--- src/design/rx_timer_pkg.sv ---
`default_nettype none
package rx_timer_pkg;
  // ---------------------------------------------------------------
  // register indices, byte address is four times the index
  // ---------------------------------------------------------------
  localparam logic [7:0] IDX_CORR2     = 8'h0D;
  localparam logic [7:0] IDX_MASK      = 8'h0F;
  localparam logic [7:0] IDX_NRT_HI    = 8'h10;
  localparam logic [7:0] IDX_NRT_LO    = 8'h11;
  localparam logic [7:0] IDX_TCTRL     = 8'h12;
  localparam logic [7:0] IDX_MODE      = 8'h18;
  localparam logic [7:0] IDX_STATUS    = 8'h19;
  localparam logic [7:0] IDX_IRQ_MASK  = 8'h1A;
  localparam logic [7:0] IDX_COMMAND   = 8'h1B;
  localparam logic [7:0] IDX_STATE     = 8'h1C;
  // ---------------------------------------------------------------
  // reset values and field positions
  // ---------------------------------------------------------------
  localparam logic [7:0] CORR2_RST     = 8'h00;
  localparam logic [7:0] MASK_RST      = 8'h08;
  localparam logic [7:0] NRT_RST       = 8'h00;
  localparam logic [7:0] TCTRL_RST     = 8'h00;
  localparam logic [7:0] MODE_RST      = 8'h00;
  localparam int STREAM_BIT     = 0;
  localparam int SLEEP_SEL_BIT  = 1;
  localparam int NRT_STEP_BIT   = 0;
  localparam int NRT_COND_BIT   = 2;
  localparam int MASK_STEP_BIT  = 3;
  localparam int MODE_NFC_BIT   = 0;
  localparam int MODE_ACTIVE_PEER_TO_PEER_MODE_BIT  = 1;
  localparam int MODE_SLOW_BIT  = 2;
  localparam int EV_NRT_BIT     = 0;
  localparam int EV_MASK_BIT    = 1;
  localparam int EV_SLEEP_BIT   = 2;
  localparam int CMD_NRT_BIT    = 0;
  localparam int EV_WIDTH       = 3;
  // ---------------------------------------------------------------
  // step sizes in carrier periods and clock timing
  // ---------------------------------------------------------------
  localparam logic [12:0] MASK_STEP_FINE   = 13'h0040;
  localparam logic [12:0] MASK_STEP_COARSE = 13'h0200;
  localparam logic [12:0] NRT_STEP_FINE    = 13'h0040;
  localparam logic [12:0] NRT_STEP_COARSE  = 13'h1000;
  localparam logic [16:0] CLK_KHZ          = 17'h1E848;
  localparam logic [16:0] FC_KHZ           = 17'h034F8;
  localparam int CLK_MHZ       = 125;
  localparam int SLEEP_IDLE_NS = 18000;
  localparam int EXIT_FAST_NS  = 18000;
  localparam int EXIT_SLOW_NS  = 42000;
  localparam int SLEEP_IDLE_CYCLES = (SLEEP_IDLE_NS * CLK_MHZ + 999) / 1000;
  localparam int EXIT_FAST_CYCLES  = (EXIT_FAST_NS * CLK_MHZ + 999) / 1000;
  localparam int EXIT_SLOW_CYCLES  = (EXIT_SLOW_NS * CLK_MHZ + 999) / 1000;
endpackage
`default_nettype wire

--- src/design/timer_if.sv ---
`default_nettype none
interface timer_if;
  logic        start;
  logic        abort;
  logic [12:0] stepLen;
  logic [15:0] value;
  logic        expire;
  logic        running;
  modport ctrl (output start, output abort, output stepLen, output value,
                input expire, input running);
  modport tmr  (input start, input abort, input stepLen, input value,
                output expire, output running);
endinterface
`default_nettype wire

--- src/design/step_timer.sv ---
`default_nettype none
module step_timer #(
  parameter int W = 16
) (
  input  wire logic core_clk,
  input  wire logic reset_n,
  input  wire logic fcTick,
  timer_if.tmr      t
);
  logic [W-1:0] remainQ;
  logic [12:0]  preQ;
  logic [12:0]  stepQ;
  logic         runQ;
  logic         expireQ;

  // value and step are latched at start so later writes wait for the next run
  always_ff @(posedge core_clk or negedge reset_n)
    if (!reset_n)
    begin
      remainQ <= '0;
      preQ    <= 13'h0000;
      stepQ   <= 13'h0001;
      runQ    <= 1'b0;
      expireQ <= 1'b0;
    end
    else
    begin
      expireQ <= 1'b0;
      if (t.start)
      begin
        remainQ <= t.value[W-1:0];
        stepQ   <= t.stepLen;
        preQ    <= 13'h0000;
        runQ    <= 1'b1;
      end
      else if (t.abort)
        runQ <= 1'b0;
      else if (runQ && remainQ == '0)
      begin
        runQ    <= 1'b0;
        expireQ <= 1'b1;
      end
      else if (runQ && fcTick)
      begin
        if (preQ == stepQ - 13'h0001)
        begin
          preQ    <= 13'h0000;
          remainQ <= remainQ - 1'b1;
        end
        else
          preQ <= preQ + 13'h0001;
      end
    end

  assign t.expire  = expireQ;
  assign t.running = runQ;
endmodule
`default_nettype wire

--- src/design/corr_sleep.sv ---
`default_nettype none
module corr_sleep #(
  parameter int EXIT_SLOW = rx_timer_pkg::EXIT_SLOW_CYCLES
) (
  input  wire logic core_clk,
  input  wire logic reset_n,
  input  wire logic corrPulse,
  input  wire logic rxEnable,
  input  wire logic exitSel,
  input  wire logic slowStd,
  output logic      sleeping,
  output logic      sleepEnter
);
  typedef enum logic [1:0] {AWAKE = 2'b01, ASLEEP = 2'b10} sleep_state_type;
  sleep_state_type stateQ;
  logic [12:0]     cntQ;
  logic [12:0]     exitLen;

  assign exitLen = slowStd ? 13'(EXIT_SLOW - 1) : 13'(rx_timer_pkg::EXIT_FAST_CYCLES - 1);

  always_ff @(posedge core_clk or negedge reset_n)
    if (!reset_n)
    begin
      stateQ     <= AWAKE;
      cntQ       <= 13'h0000;
      sleepEnter <= 1'b0;
    end
    else
    begin
      sleepEnter <= 1'b0;
      case (stateQ)
        AWAKE:
          if (corrPulse)
            cntQ <= 13'h0000;
          else if (cntQ == 13'(rx_timer_pkg::SLEEP_IDLE_CYCLES - 1))
          begin
            stateQ     <= ASLEEP;
            cntQ       <= 13'h0000;
            sleepEnter <= 1'b1;
          end
          else
            cntQ <= cntQ + 13'h0001;
        ASLEEP:
          if (exitSel)
          begin
            if (rxEnable)
            begin
              stateQ <= AWAKE;
              cntQ   <= 13'h0000;
            end
          end
          else if (cntQ == exitLen)
          begin
            stateQ <= AWAKE;
            cntQ   <= 13'h0000;
          end
          else
            cntQ <= cntQ + 13'h0001;
        default:
          stateQ <= AWAKE;
      endcase
    end

  assign sleeping = (stateQ == ASLEEP);
endmodule
`default_nettype wire

--- src/design/rx_mask_and_no_response_timers.sv ---
// Design decision made here: the Avalon-MM register port.
`default_nettype none
module rx_mask_and_no_response_timers #(
  parameter int EXIT_SLOW_CYCLES = rx_timer_pkg::EXIT_SLOW_CYCLES
) (
  input  wire logic        core_clk,
  input  wire logic        reset_n,
  input  wire logic [7:0]  address,
  input  wire logic        read,
  input  wire logic        write,
  input  wire logic [31:0] writedata,
  output logic      [31:0] readdata,
  output logic             waitrequest,
  input  wire logic        txEnd,
  input  wire logic        extFieldOn,
  input  wire logic        peerFieldOn,
  input  wire logic        responseDetected,
  input  wire logic        rxDataIn,
  input  wire logic        corrPulse,
  input  wire logic        rxEnable,
  output logic             rxDataMasked,
  output logic             maskActive,
  output logic             nrtRunning,
  output logic             stream_mode_select,
  output logic             correlatorSleep,
  output logic             irq
);
  // ---------------------------------------------------------------
  // declarations
  // ---------------------------------------------------------------
  logic [7:0]  corr2Q;
  logic [7:0]  maskTimeQ;
  logic [7:0]  nrtHighQ;
  logic [7:0]  nrtLowQ;
  logic [7:0]  timerCtrlQ;
  logic [7:0]  modeQ;
  logic [2:0]  statusQ;
  logic [2:0]  irqMaskQ;
  logic [2:0]  events;
  logic [16:0] fcAccQ;
  logic        fcTick;
  logic [17:0] fcSum;
  logic        ackQ;
  logic        wrAck;
  logic        extQ;
  logic        peerQ;
  logic        extRise;
  logic        peerRise;
  logic        startCmd;
  logic        nrtTrigger;
  logic        nrtStart;
  logic [15:0] nrtValue;
  logic [31:0] readdata_d;
  logic        sleepEnter;
  logic        maskWasRunQ;

  timer_if maskBus ();
  timer_if nrtBus ();

  // ---------------------------------------------------------------
  // carrier tick: fractional divider from the core clock
  // ---------------------------------------------------------------
  // the carrier is not an integer fraction of the clock, so ticks
  // jitter by one cycle but average out exactly over time
  always_ff @(posedge core_clk or negedge reset_n)
    if (!reset_n)
      fcAccQ <= 17'h00000;
    else if (fcTick)
      fcAccQ <= 17'(fcSum - {1'b0, rx_timer_pkg::CLK_KHZ});
    else
      fcAccQ <= fcSum[16:0];

  // a spare top bit keeps the sum from wrapping near the top of the range
  assign fcSum  = {1'b0, fcAccQ} + {1'b0, rx_timer_pkg::FC_KHZ};
  assign fcTick = (fcSum >= {1'b0, rx_timer_pkg::CLK_KHZ});

  // ---------------------------------------------------------------
  // bus slave: one wait state on every access
  // ---------------------------------------------------------------
  always_ff @(posedge core_clk or negedge reset_n)
    if (!reset_n)
      ackQ <= 1'b0;
    else
      ackQ <= (read || write) && !ackQ;

  assign waitrequest = (read || write) && !ackQ;
  assign wrAck       = write && ackQ;

  always_comb
  begin
    readdata_d = 32'h00000000;
    case (address)
      {rx_timer_pkg::IDX_CORR2[5:0], 2'b00}:    readdata_d[7:0] = corr2Q;
      {rx_timer_pkg::IDX_MASK[5:0], 2'b00}:     readdata_d[7:0] = maskTimeQ;
      {rx_timer_pkg::IDX_NRT_HI[5:0], 2'b00}:   readdata_d[7:0] = nrtHighQ;
      {rx_timer_pkg::IDX_NRT_LO[5:0], 2'b00}:   readdata_d[7:0] = nrtLowQ;
      {rx_timer_pkg::IDX_TCTRL[5:0], 2'b00}:    readdata_d[7:0] = timerCtrlQ;
      {rx_timer_pkg::IDX_MODE[5:0], 2'b00}:     readdata_d[7:0] = modeQ;
      {rx_timer_pkg::IDX_STATUS[5:0], 2'b00}:   readdata_d[2:0] = statusQ;
      {rx_timer_pkg::IDX_IRQ_MASK[5:0], 2'b00}: readdata_d[2:0] = irqMaskQ;
      {rx_timer_pkg::IDX_STATE[5:0], 2'b00}:
        readdata_d[2:0] = {correlatorSleep, nrtBus.running, maskBus.running};
      default:                                  readdata_d = 32'h00000000;
    endcase
  end

  // data captured in the wait cycle stands at the answering edge
  always_ff @(posedge core_clk or negedge reset_n)
    if (!reset_n)
      readdata <= 32'h00000000;
    else if (read && !ackQ)
      readdata <= readdata_d;

  // ---------------------------------------------------------------
  // configuration registers
  // ---------------------------------------------------------------
  always_ff @(posedge core_clk or negedge reset_n)
    if (!reset_n)
    begin
      corr2Q     <= rx_timer_pkg::CORR2_RST;
      maskTimeQ  <= rx_timer_pkg::MASK_RST;
      nrtHighQ   <= rx_timer_pkg::NRT_RST;
      nrtLowQ    <= rx_timer_pkg::NRT_RST;
      timerCtrlQ <= rx_timer_pkg::TCTRL_RST;
      modeQ      <= rx_timer_pkg::MODE_RST;
      irqMaskQ   <= 3'h0;
    end
    else if (wrAck)
    begin
      case (address)
        {rx_timer_pkg::IDX_CORR2[5:0], 2'b00}:    corr2Q <= {6'h00, writedata[1:0]};
        {rx_timer_pkg::IDX_MASK[5:0], 2'b00}:     maskTimeQ <= writedata[7:0];
        {rx_timer_pkg::IDX_NRT_HI[5:0], 2'b00}:   nrtHighQ <= writedata[7:0];
        {rx_timer_pkg::IDX_NRT_LO[5:0], 2'b00}:   nrtLowQ <= writedata[7:0];
        {rx_timer_pkg::IDX_TCTRL[5:0], 2'b00}:    timerCtrlQ <= {4'h0, writedata[3:0]};
        {rx_timer_pkg::IDX_MODE[5:0], 2'b00}:     modeQ <= {5'h00, writedata[2:0]};
        {rx_timer_pkg::IDX_IRQ_MASK[5:0], 2'b00}: irqMaskQ <= writedata[2:0];
        default:                                  modeQ <= modeQ;
      endcase
    end

  // the receiver is told the stream choice as written, software keeps it right
  assign stream_mode_select = corr2Q[rx_timer_pkg::STREAM_BIT];

  assign startCmd = wrAck && (address == {rx_timer_pkg::IDX_COMMAND[5:0], 2'b00})
                    && writedata[rx_timer_pkg::CMD_NRT_BIT];

  // ---------------------------------------------------------------
  // mask receive timer
  // ---------------------------------------------------------------
  assign maskBus.start   = txEnd;
  assign maskBus.abort   = 1'b0;
  assign maskBus.value   = {8'h00, maskTimeQ};
  assign maskBus.stepLen = timerCtrlQ[rx_timer_pkg::MASK_STEP_BIT] ?
                           rx_timer_pkg::MASK_STEP_COARSE :
                           rx_timer_pkg::MASK_STEP_FINE;

  step_timer #(.W(8)) maskTimer (
    .core_clk (core_clk),
    .reset_n  (reset_n),
    .fcTick   (fcTick),
    .t        (maskBus.tmr)
  );

  // receiver data is forced low while the mask runs
  always_ff @(posedge core_clk or negedge reset_n)
    if (!reset_n)
      rxDataMasked <= 1'b0;
    else
      rxDataMasked <= rxDataIn && !maskBus.running && !maskBus.start;

  always_ff @(posedge core_clk or negedge reset_n)
    if (!reset_n)
      maskWasRunQ <= 1'b0;
    else
      maskWasRunQ <= maskBus.running;

  assign maskActive = maskBus.running;

  // ---------------------------------------------------------------
  // no-response timer start conditions
  // ---------------------------------------------------------------
  always_ff @(posedge core_clk or negedge reset_n)
    if (!reset_n)
    begin
      extQ  <= 1'b0;
      peerQ <= 1'b0;
    end
    else
    begin
      extQ  <= extFieldOn;
      peerQ <= peerFieldOn;
    end

  assign extRise  = extFieldOn && !extQ;
  assign peerRise = peerFieldOn && !peerQ;
  assign nrtValue = {nrtHighQ, nrtLowQ};

  always_comb
  begin
    if (modeQ[rx_timer_pkg::MODE_NFC_BIT])
      nrtTrigger = extRise;
    else if (modeQ[rx_timer_pkg::MODE_ACTIVE_PEER_TO_PEER_MODE_BIT])
      nrtTrigger = timerCtrlQ[rx_timer_pkg::NRT_COND_BIT] ? peerRise : txEnd;
    else
      nrtTrigger = txEnd;
  end

  assign nrtStart       = (nrtTrigger || startCmd) && (nrtValue != 16'h0000);
  assign nrtBus.start   = nrtStart;
  assign nrtBus.abort   = responseDetected;
  assign nrtBus.value   = nrtValue;
  assign nrtBus.stepLen = timerCtrlQ[rx_timer_pkg::NRT_STEP_BIT] ?
                          rx_timer_pkg::NRT_STEP_COARSE :
                          rx_timer_pkg::NRT_STEP_FINE;

  step_timer #(.W(16)) nrtTimer (
    .core_clk (core_clk),
    .reset_n  (reset_n),
    .fcTick   (fcTick),
    .t        (nrtBus.tmr)
  );

  assign nrtRunning = nrtBus.running;

  // ---------------------------------------------------------------
  // correlator sleep
  // ---------------------------------------------------------------
  corr_sleep #(.EXIT_SLOW(EXIT_SLOW_CYCLES)) corrSleep (
    .core_clk   (core_clk),
    .reset_n    (reset_n),
    .corrPulse  (corrPulse),
    .rxEnable   (rxEnable),
    .exitSel    (corr2Q[rx_timer_pkg::SLEEP_SEL_BIT]),
    .slowStd    (modeQ[rx_timer_pkg::MODE_SLOW_BIT]),
    .sleeping   (correlatorSleep),
    .sleepEnter (sleepEnter)
  );

  // ---------------------------------------------------------------
  // interrupt status, write one to clear, a new event wins
  // ---------------------------------------------------------------
  always_comb
  begin
    events = 3'h0;
    events[rx_timer_pkg::EV_NRT_BIT]   = nrtBus.expire;
    events[rx_timer_pkg::EV_MASK_BIT]  = maskWasRunQ && !maskBus.running;
    events[rx_timer_pkg::EV_SLEEP_BIT] = sleepEnter;
  end

  always_ff @(posedge core_clk or negedge reset_n)
    if (!reset_n)
      statusQ <= 3'h0;
    else if (wrAck && address == {rx_timer_pkg::IDX_STATUS[5:0], 2'b00})
      statusQ <= (statusQ & ~writedata[2:0]) | events;
    else
      statusQ <= statusQ | events;

  assign irq = |(statusQ & irqMaskQ);
endmodule
`default_nettype wire

--- config.mk ---
export PLATFORM = sky130hd
export DESIGN_NAME = rx_mask_and_no_response_timers
export DESIGN_NICKNAME = d
export VERILOG_FILES = /design/src/design/rx_timer_pkg.sv /design/src/design/timer_if.sv /design/src/design/step_timer.sv /design/src/design/corr_sleep.sv /design/src/design/rx_mask_and_no_response_timers.sv
export SDC_FILE = /design/constraint.sdc
export NUM_CORES = 1
export LEC_CHECK = 0
export BUFFER_PORTS_ARGS = -buffer_cell sky130_fd_sc_hd__buf_2
export CAP_MARGIN = 25
export CORE_MARGIN = 2
export CORE_UTILIZATION = 35
export CTS_CLUSTER_DIAMETER = 40
export DETAILED_ROUTE_END_ITERATION = 10
export HOLD_SLACK_MARGIN = 0.08
export PLACE_DENSITY = 0.48
export SLEW_MARGIN = 40
export SYNTH_ARGS = -nofsm -noshare
export SYNTH_HDL_FRONTEND = slang
export SYNTH_SLANG_ARGS = --single-unit
--- constraint.sdc ---
create_clock -name core_clk -period 5 [get_ports core_clk]
set_input_delay 0.25 -clock core_clk [delete_from_list [all_inputs] [get_ports core_clk]]
set_output_delay 0.25 -clock core_clk [all_outputs]
set_load 0.02 [all_outputs]
After elaboration in Yosys (flattened, before gate mapping) --
Index checks and enable logic that the tools add are counted.
Storage, ports and cells: word-level logic and storage cells 163, flip-flop bits (word level) 164, memories 0, ROM bits 0, bits in latches 0, output and inout port bits 39, memory bits (writable) 0
Operators by class: magnitude comparators 1, muxes and demuxes 51, div/mod/pow operators 0, reduce and logical (&&, ||, !) cells 47, equality and inequality tests 23, $mul 0, add/subtract/negate cells 9, shift operators 0, bitwise logic cells 5
Operator list (count):
- 13-bit two-way mux | 16
- 16-bit two-way mux | 5
- 8-bit by 7-bit == test with 1-bit output (second input constant) | 8
- 13-bit by 1-bit adder with 13-bit output (second input constant) | 3
- 13-bit == test | 3
- 8-bit two-way mux | 4
- 3-bit one-hot mux with 9 select lines | 1
- 13-bit one-hot mux with 2 select lines | 1
- 13-bit by 1-bit subtractor with 13-bit output (second input constant) | 2
- 5-bit one-hot mux with 4 select lines | 1
- 17-bit by 14-bit adder with 18-bit output (second input constant) | 1
- 18-bit by 17-bit >= comparator with 1-bit output (second input constant) | 1
- 2-bit AND reduction | 9
- 17-bit two-way mux | 1
- 17-bit subtractor (second input constant) | 1
- 8-bit by 6-bit == test with 1-bit output (second input constant) | 2
- 1-bit logical AND | 16
- 16-bit zero test | 1
- 16-bit nonzero test | 1
- 16-bit by 1-bit subtractor with 16-bit output (second input constant) | 1
- 1-bit two-way mux | 14
- 13-bit by 12-bit == test with 1-bit output (second input constant) | 1
- 2-bit nonzero test | 6
- 10-bit two-way mux | 1
- 20 further kinds | 36

Longest topological paths before layout --
depth after elaboration 9, mapped depth 14, depth with buffers taken out 10

Cells and area by module --
Synthesis repeated with hierarchy kept, for this count alone.
Unflattened totals: cells, all modules 1037, area, all modules 9863.2 µm²
Modules (own cells, without submodules):
- rx_mask_and_no_response_timers | times used 1, area each 3773.6 µm², cells an instance 369
- step_timer (nrtTimer) | times used 1, area each 2673.8 µm², cells an instance 297
- step_timer (maskTimer) | times used 1, area each 2334.7 µm², cells an instance 259
- corr_sleep | times used 1, area each 1081.0 µm², cells an instance 112

Worst setup path after synthesis --
No wires, ideal clock.
kind flip-flop to flip-flop, start point reg fcAccQ[3], end point reg maskTimer.remainQ[1], arrival time 3201 ps, stages on the path, launching flop included 15, slack 1675 ps, period minus slack after synthesis 3325 ps, cell sequence dfrtp_1 -> buf_6 -> inv_1 -> ha_1 -> buf_2 -> nor4b_4 -> o21ai_2 -> or4_1 -> or4_4 -> o311ai_4 -> buf_6 -> buf_4 -> nand3_1 -> mux2i_1 -> mux2_2
Between the ends: longest elaborated chain between the ends 5
RTL lines:
- from (decl) | line rx_mask_and_no_response_timers.sv:40 | logic [16:0] fcAccQ;
- from (signal assigned) | line rx_mask_and_no_response_timers.sv:69 | fcAccQ <= 17'(fcSum - {1'b0, rx_timer_pkg::CLK_KHZ});
- from (signal assigned) | line rx_mask_and_no_response_timers.sv:71 | fcAccQ <= fcSum[16:0];
- 17-bit by 14-bit adder with 18-bit output | line rx_mask_and_no_response_timers.sv:74 | assign fcSum = {1'b0, fcAccQ} + {1'b0, rx_timer_pkg::FC_KHZ};
- 18-bit by 17-bit >= comparator with 1-bit output | line rx_mask_and_no_response_timers.sv:75 | assign fcTick = (fcSum >= {1'b0, rx_timer_pkg::CLK_KHZ});
- 1-bit logical AND | line step_timer.sv:43 | else if (runQ && fcTick)
- 2-bit nonzero test (no source line)
- 3-bit AND reduction (no source line)
- to (signal assigned) | line step_timer.sv:31 | remainQ <= t.value[W-1:0];
- to (signal assigned) | line step_timer.sv:48 | remainQ <= remainQ - 1'b1;
- to (decl) | line step_timer.sv:10 | logic [W-1:0] remainQ;
Every way passes these cells. A chain may end at the register's enable or synchronous reset.

Worst setup path after layout --
start point reg fcAccQ[3], end point reg maskTimer.preQ[1]
Between the ends: longest elaborated chain between the ends 5
RTL lines:
- 17-bit by 14-bit adder with 18-bit output | line rx_mask_and_no_response_timers.sv:74
- 18-bit by 17-bit >= comparator with 1-bit output | line rx_mask_and_no_response_timers.sv:75
- 1-bit logical AND | line step_timer.sv:43
- 2-bit nonzero test (no source line)
- 2-bit AND reduction (no source line)
- to (signal assigned) | line step_timer.sv:51 | preQ <= preQ + 13'h0001;
- to (decl) | line step_timer.sv:11 | logic [12:0] preQ;
Every way passes these cells.

==> results.ini <==
[sta]
fin_crit_sh_pct=77.23
finalSetupViolations=0
setup_tns_ns=0
tightest_slew_ns=0.8137
hold_ws_ns=0.1012
hold_viol=0
fmax_ghz=0.2590
drv_slew=0
skew_ns=0.01698
setup_ws_ns=1.139
slew_headroom_pct=45.55
rsz0062_at_grt=false
layout_min_cycle_time_ns=3.861

[worst_hold_path]
hold_path.class=in2reg
hp-start=writedata[5]

[drt]
routed_wl_um=19080
viasPerCell=5.297
drtIter0Drc=303
via_count=6208
dr.pass1.iters=5
ant_nets=0
drc=0
wl_per_cell_um=16.28

[setup_path]
critPathLaunchType=flop
endpoint_kind=flop
timing.rr.start=fcAccQ[3]
cp-startpoint=fcAccQ[3]
crit_path_end=maskTimer.preQ[1]
path_max_fanout=16
crit_arrival_ns=4.20
required_ns=5.34
r2r-end=maskTimer.preQ[1]
rr_worst_depth=11
r2r_slack_ns=1.14
path_class=reg2reg

[logic_synthesis]
avgSynthCellArea_sq_um=9.573
ys_warn_count=0
synth-seq-cells=141
synth_ff_type=dfrtp_1
postSynthCellCount=828
netlist_area_sq_um=7926
ys_seq_area_share_pct=44.58
synthArstFlopShare_pct=100.0
synth_edf_count=0
synth_cell_type_count=77

[clock_tree]
cts.clk_slew.worst_paths_ns=0.06
numClockSinks=141
hold_buffers=6
htree_levels=4
postCtsSetupBuffers=0
cts_tree=done
numCtsBuffers=17
insertion_delay_ns=0.43
cts-root-buf=clkbuf_16
cts_resized=0
cts_buffer_depth=2

[finish]
final_nets=939
final_cell_mix=dfrtp_1 (137), nand2_1 (80), o21ai_0 (70)
mostFrequentLayoutCell=dfrtp_1
fin_area_sq_um=8996
layout-drive-gt1-share_pct=17.02
syn2layout_area_growth_pct=13.50
insertedDiodeCount=0

[run_status]
status=finished, final reports clean

[power]
cellPowerDensity_nw_per_um2=326.7
irDropWorstVdd_mv=0.1944
p_leak_uw=0.004037

[floorplan]
fp.coreArea_sq_um=22430
die_w_um=154.5
row_count=55
pin_count=90
die_y_um=154.5
start_util_pct=35.33
dieArea_sq_um=23870

[place]
place_area_sq_um=8337
gp_congestion=0.8032
pre_cts_ws_ns=1.134
dp_hpwl_um=13170
io_buffers=41

[global_route]
grt_pass1_wl_um=32600
grt_pass1_vias=6180
grt_max_degree=99
grtUsageTotal_pct=17.06
grt_overflow_total=0
antenna_found_initial=0

[flow_run]
drv_cap=0

[cells in the mapped netlist, drive strengths merged (19+ instances only)]
master | count | area, sq um
and3 | 24 | 150.1
buf | 34 | 255.2
clkbuf | 19 | 72.56
dfrtp | 137 | 3428
inv | 22 | 82.58
mux2 | 40 | 450.4
nand2 | 82 | 317.8
nand3 | 36 | 180.2
nor2 | 67 | 254.0
o21ai | 71 | 359.1
xnor2 | 23 | 209.0
xor2 | 23 | 201.4
[sequential cells by signal, indices dropped and copies added (netlist names), 2 cells and up]
name	flops
modeQ	3
nrtLowQ	8
maskTimeQ	8
timerCtrlQ	4
nrtTimer.remainQ	16
fcAccQ	14
irqMaskQ	3
maskTimer.remainQ	8
corr2Q	2
maskTimer.preQ	13
nrtHighQ	8
nrtTimer.preQ	13
readdata	8
statusQ	3
corrSleep.cntQ	13
nrtTimer.stepQ	3
maskTimer.stepQ	3
corrSleep.stateQ	2
[worst max-delay path: stages (launching register included)]
cell and delay, ns:
dfrtp_1 0.48, inv_1 0.15, ha_1 0.34, nor4b_4 0.40
o21ai_2 0.15, or4_1 0.53, or4_4 0.44, o311ai_4 0.24
buf_4 0.35, nand2_2 0.17, or3b_1 0.38, a21oi_1 0.15
[how the worst min path moves through the flow]
stage,slack (ns),endpoint,depth (start not counted)
3_5_place_dp,0.36,fcAccQ[4],1
6_report,0.10,nrtHighQ[5],2
2_1_floorplan,-0.05,ackQ,0
3_3_place_gp,0.38,peerQ,1
5_1_grt,0.10,nrtHighQ[7],2
4_1_cts,0.08,ackQ,3
[power by group]
| part | switching, uW | internal [uW] | leakage [uW] |
|---|---|---|---|
| Clock | 512 | 735 | 0.000277 |
| Combinational | 270 | 146 | 0.00187 |
| Sequential | 63.3 | 1210 | 0.00189 |
[metrics by stage]
| step | power (uW) | std cells | util [%] |
|---|---|---|---|
| 4_1_cts | 2989 | 1171 | 39.98 |
| 5_1_grt | 3109 | 1172 | 40.10 |
| 2_1_floorplan | 1586 | 851 | - |
| 3_3_place_gp | 1710 | 1134 | 37.14 |
| 3_5_place_dp | 1712 | 1134 | 37.16 |
| 6_report | 2939 | 1172 | 40.10 |
[metal layers]
layer,up-vias,GRT usage [%],wire length [um]
met3,13,2.830,542
met5,-,0,0
met1,3058,23.79,9374
met4,0,5.247,173
met2,98,27.25,8992
li1,3039,-,-
[cell type report]
type	count	area [sq um]
Multi-Input combinational cell	635	4074
Fill cell	2269	13440
Timing Repair Buffer	58	377.9
Tap cell	285	356.6
Inverter	22	82.58
Clock inverter	13	142.6
Clock buffer	18	429.2
Sequential cell	141	3533
[kinds of logic after synthesis]
kind of cell	synth area share, %
compound gates	13.75
fa+ha+maj	2.052
buf+inv	5.177
xor+xnor	5.178
other cells	0.04731
flops	44.58
mux	6.314
simple gates	22.90
No activity file was read; power rests on OpenSTA's default activity.
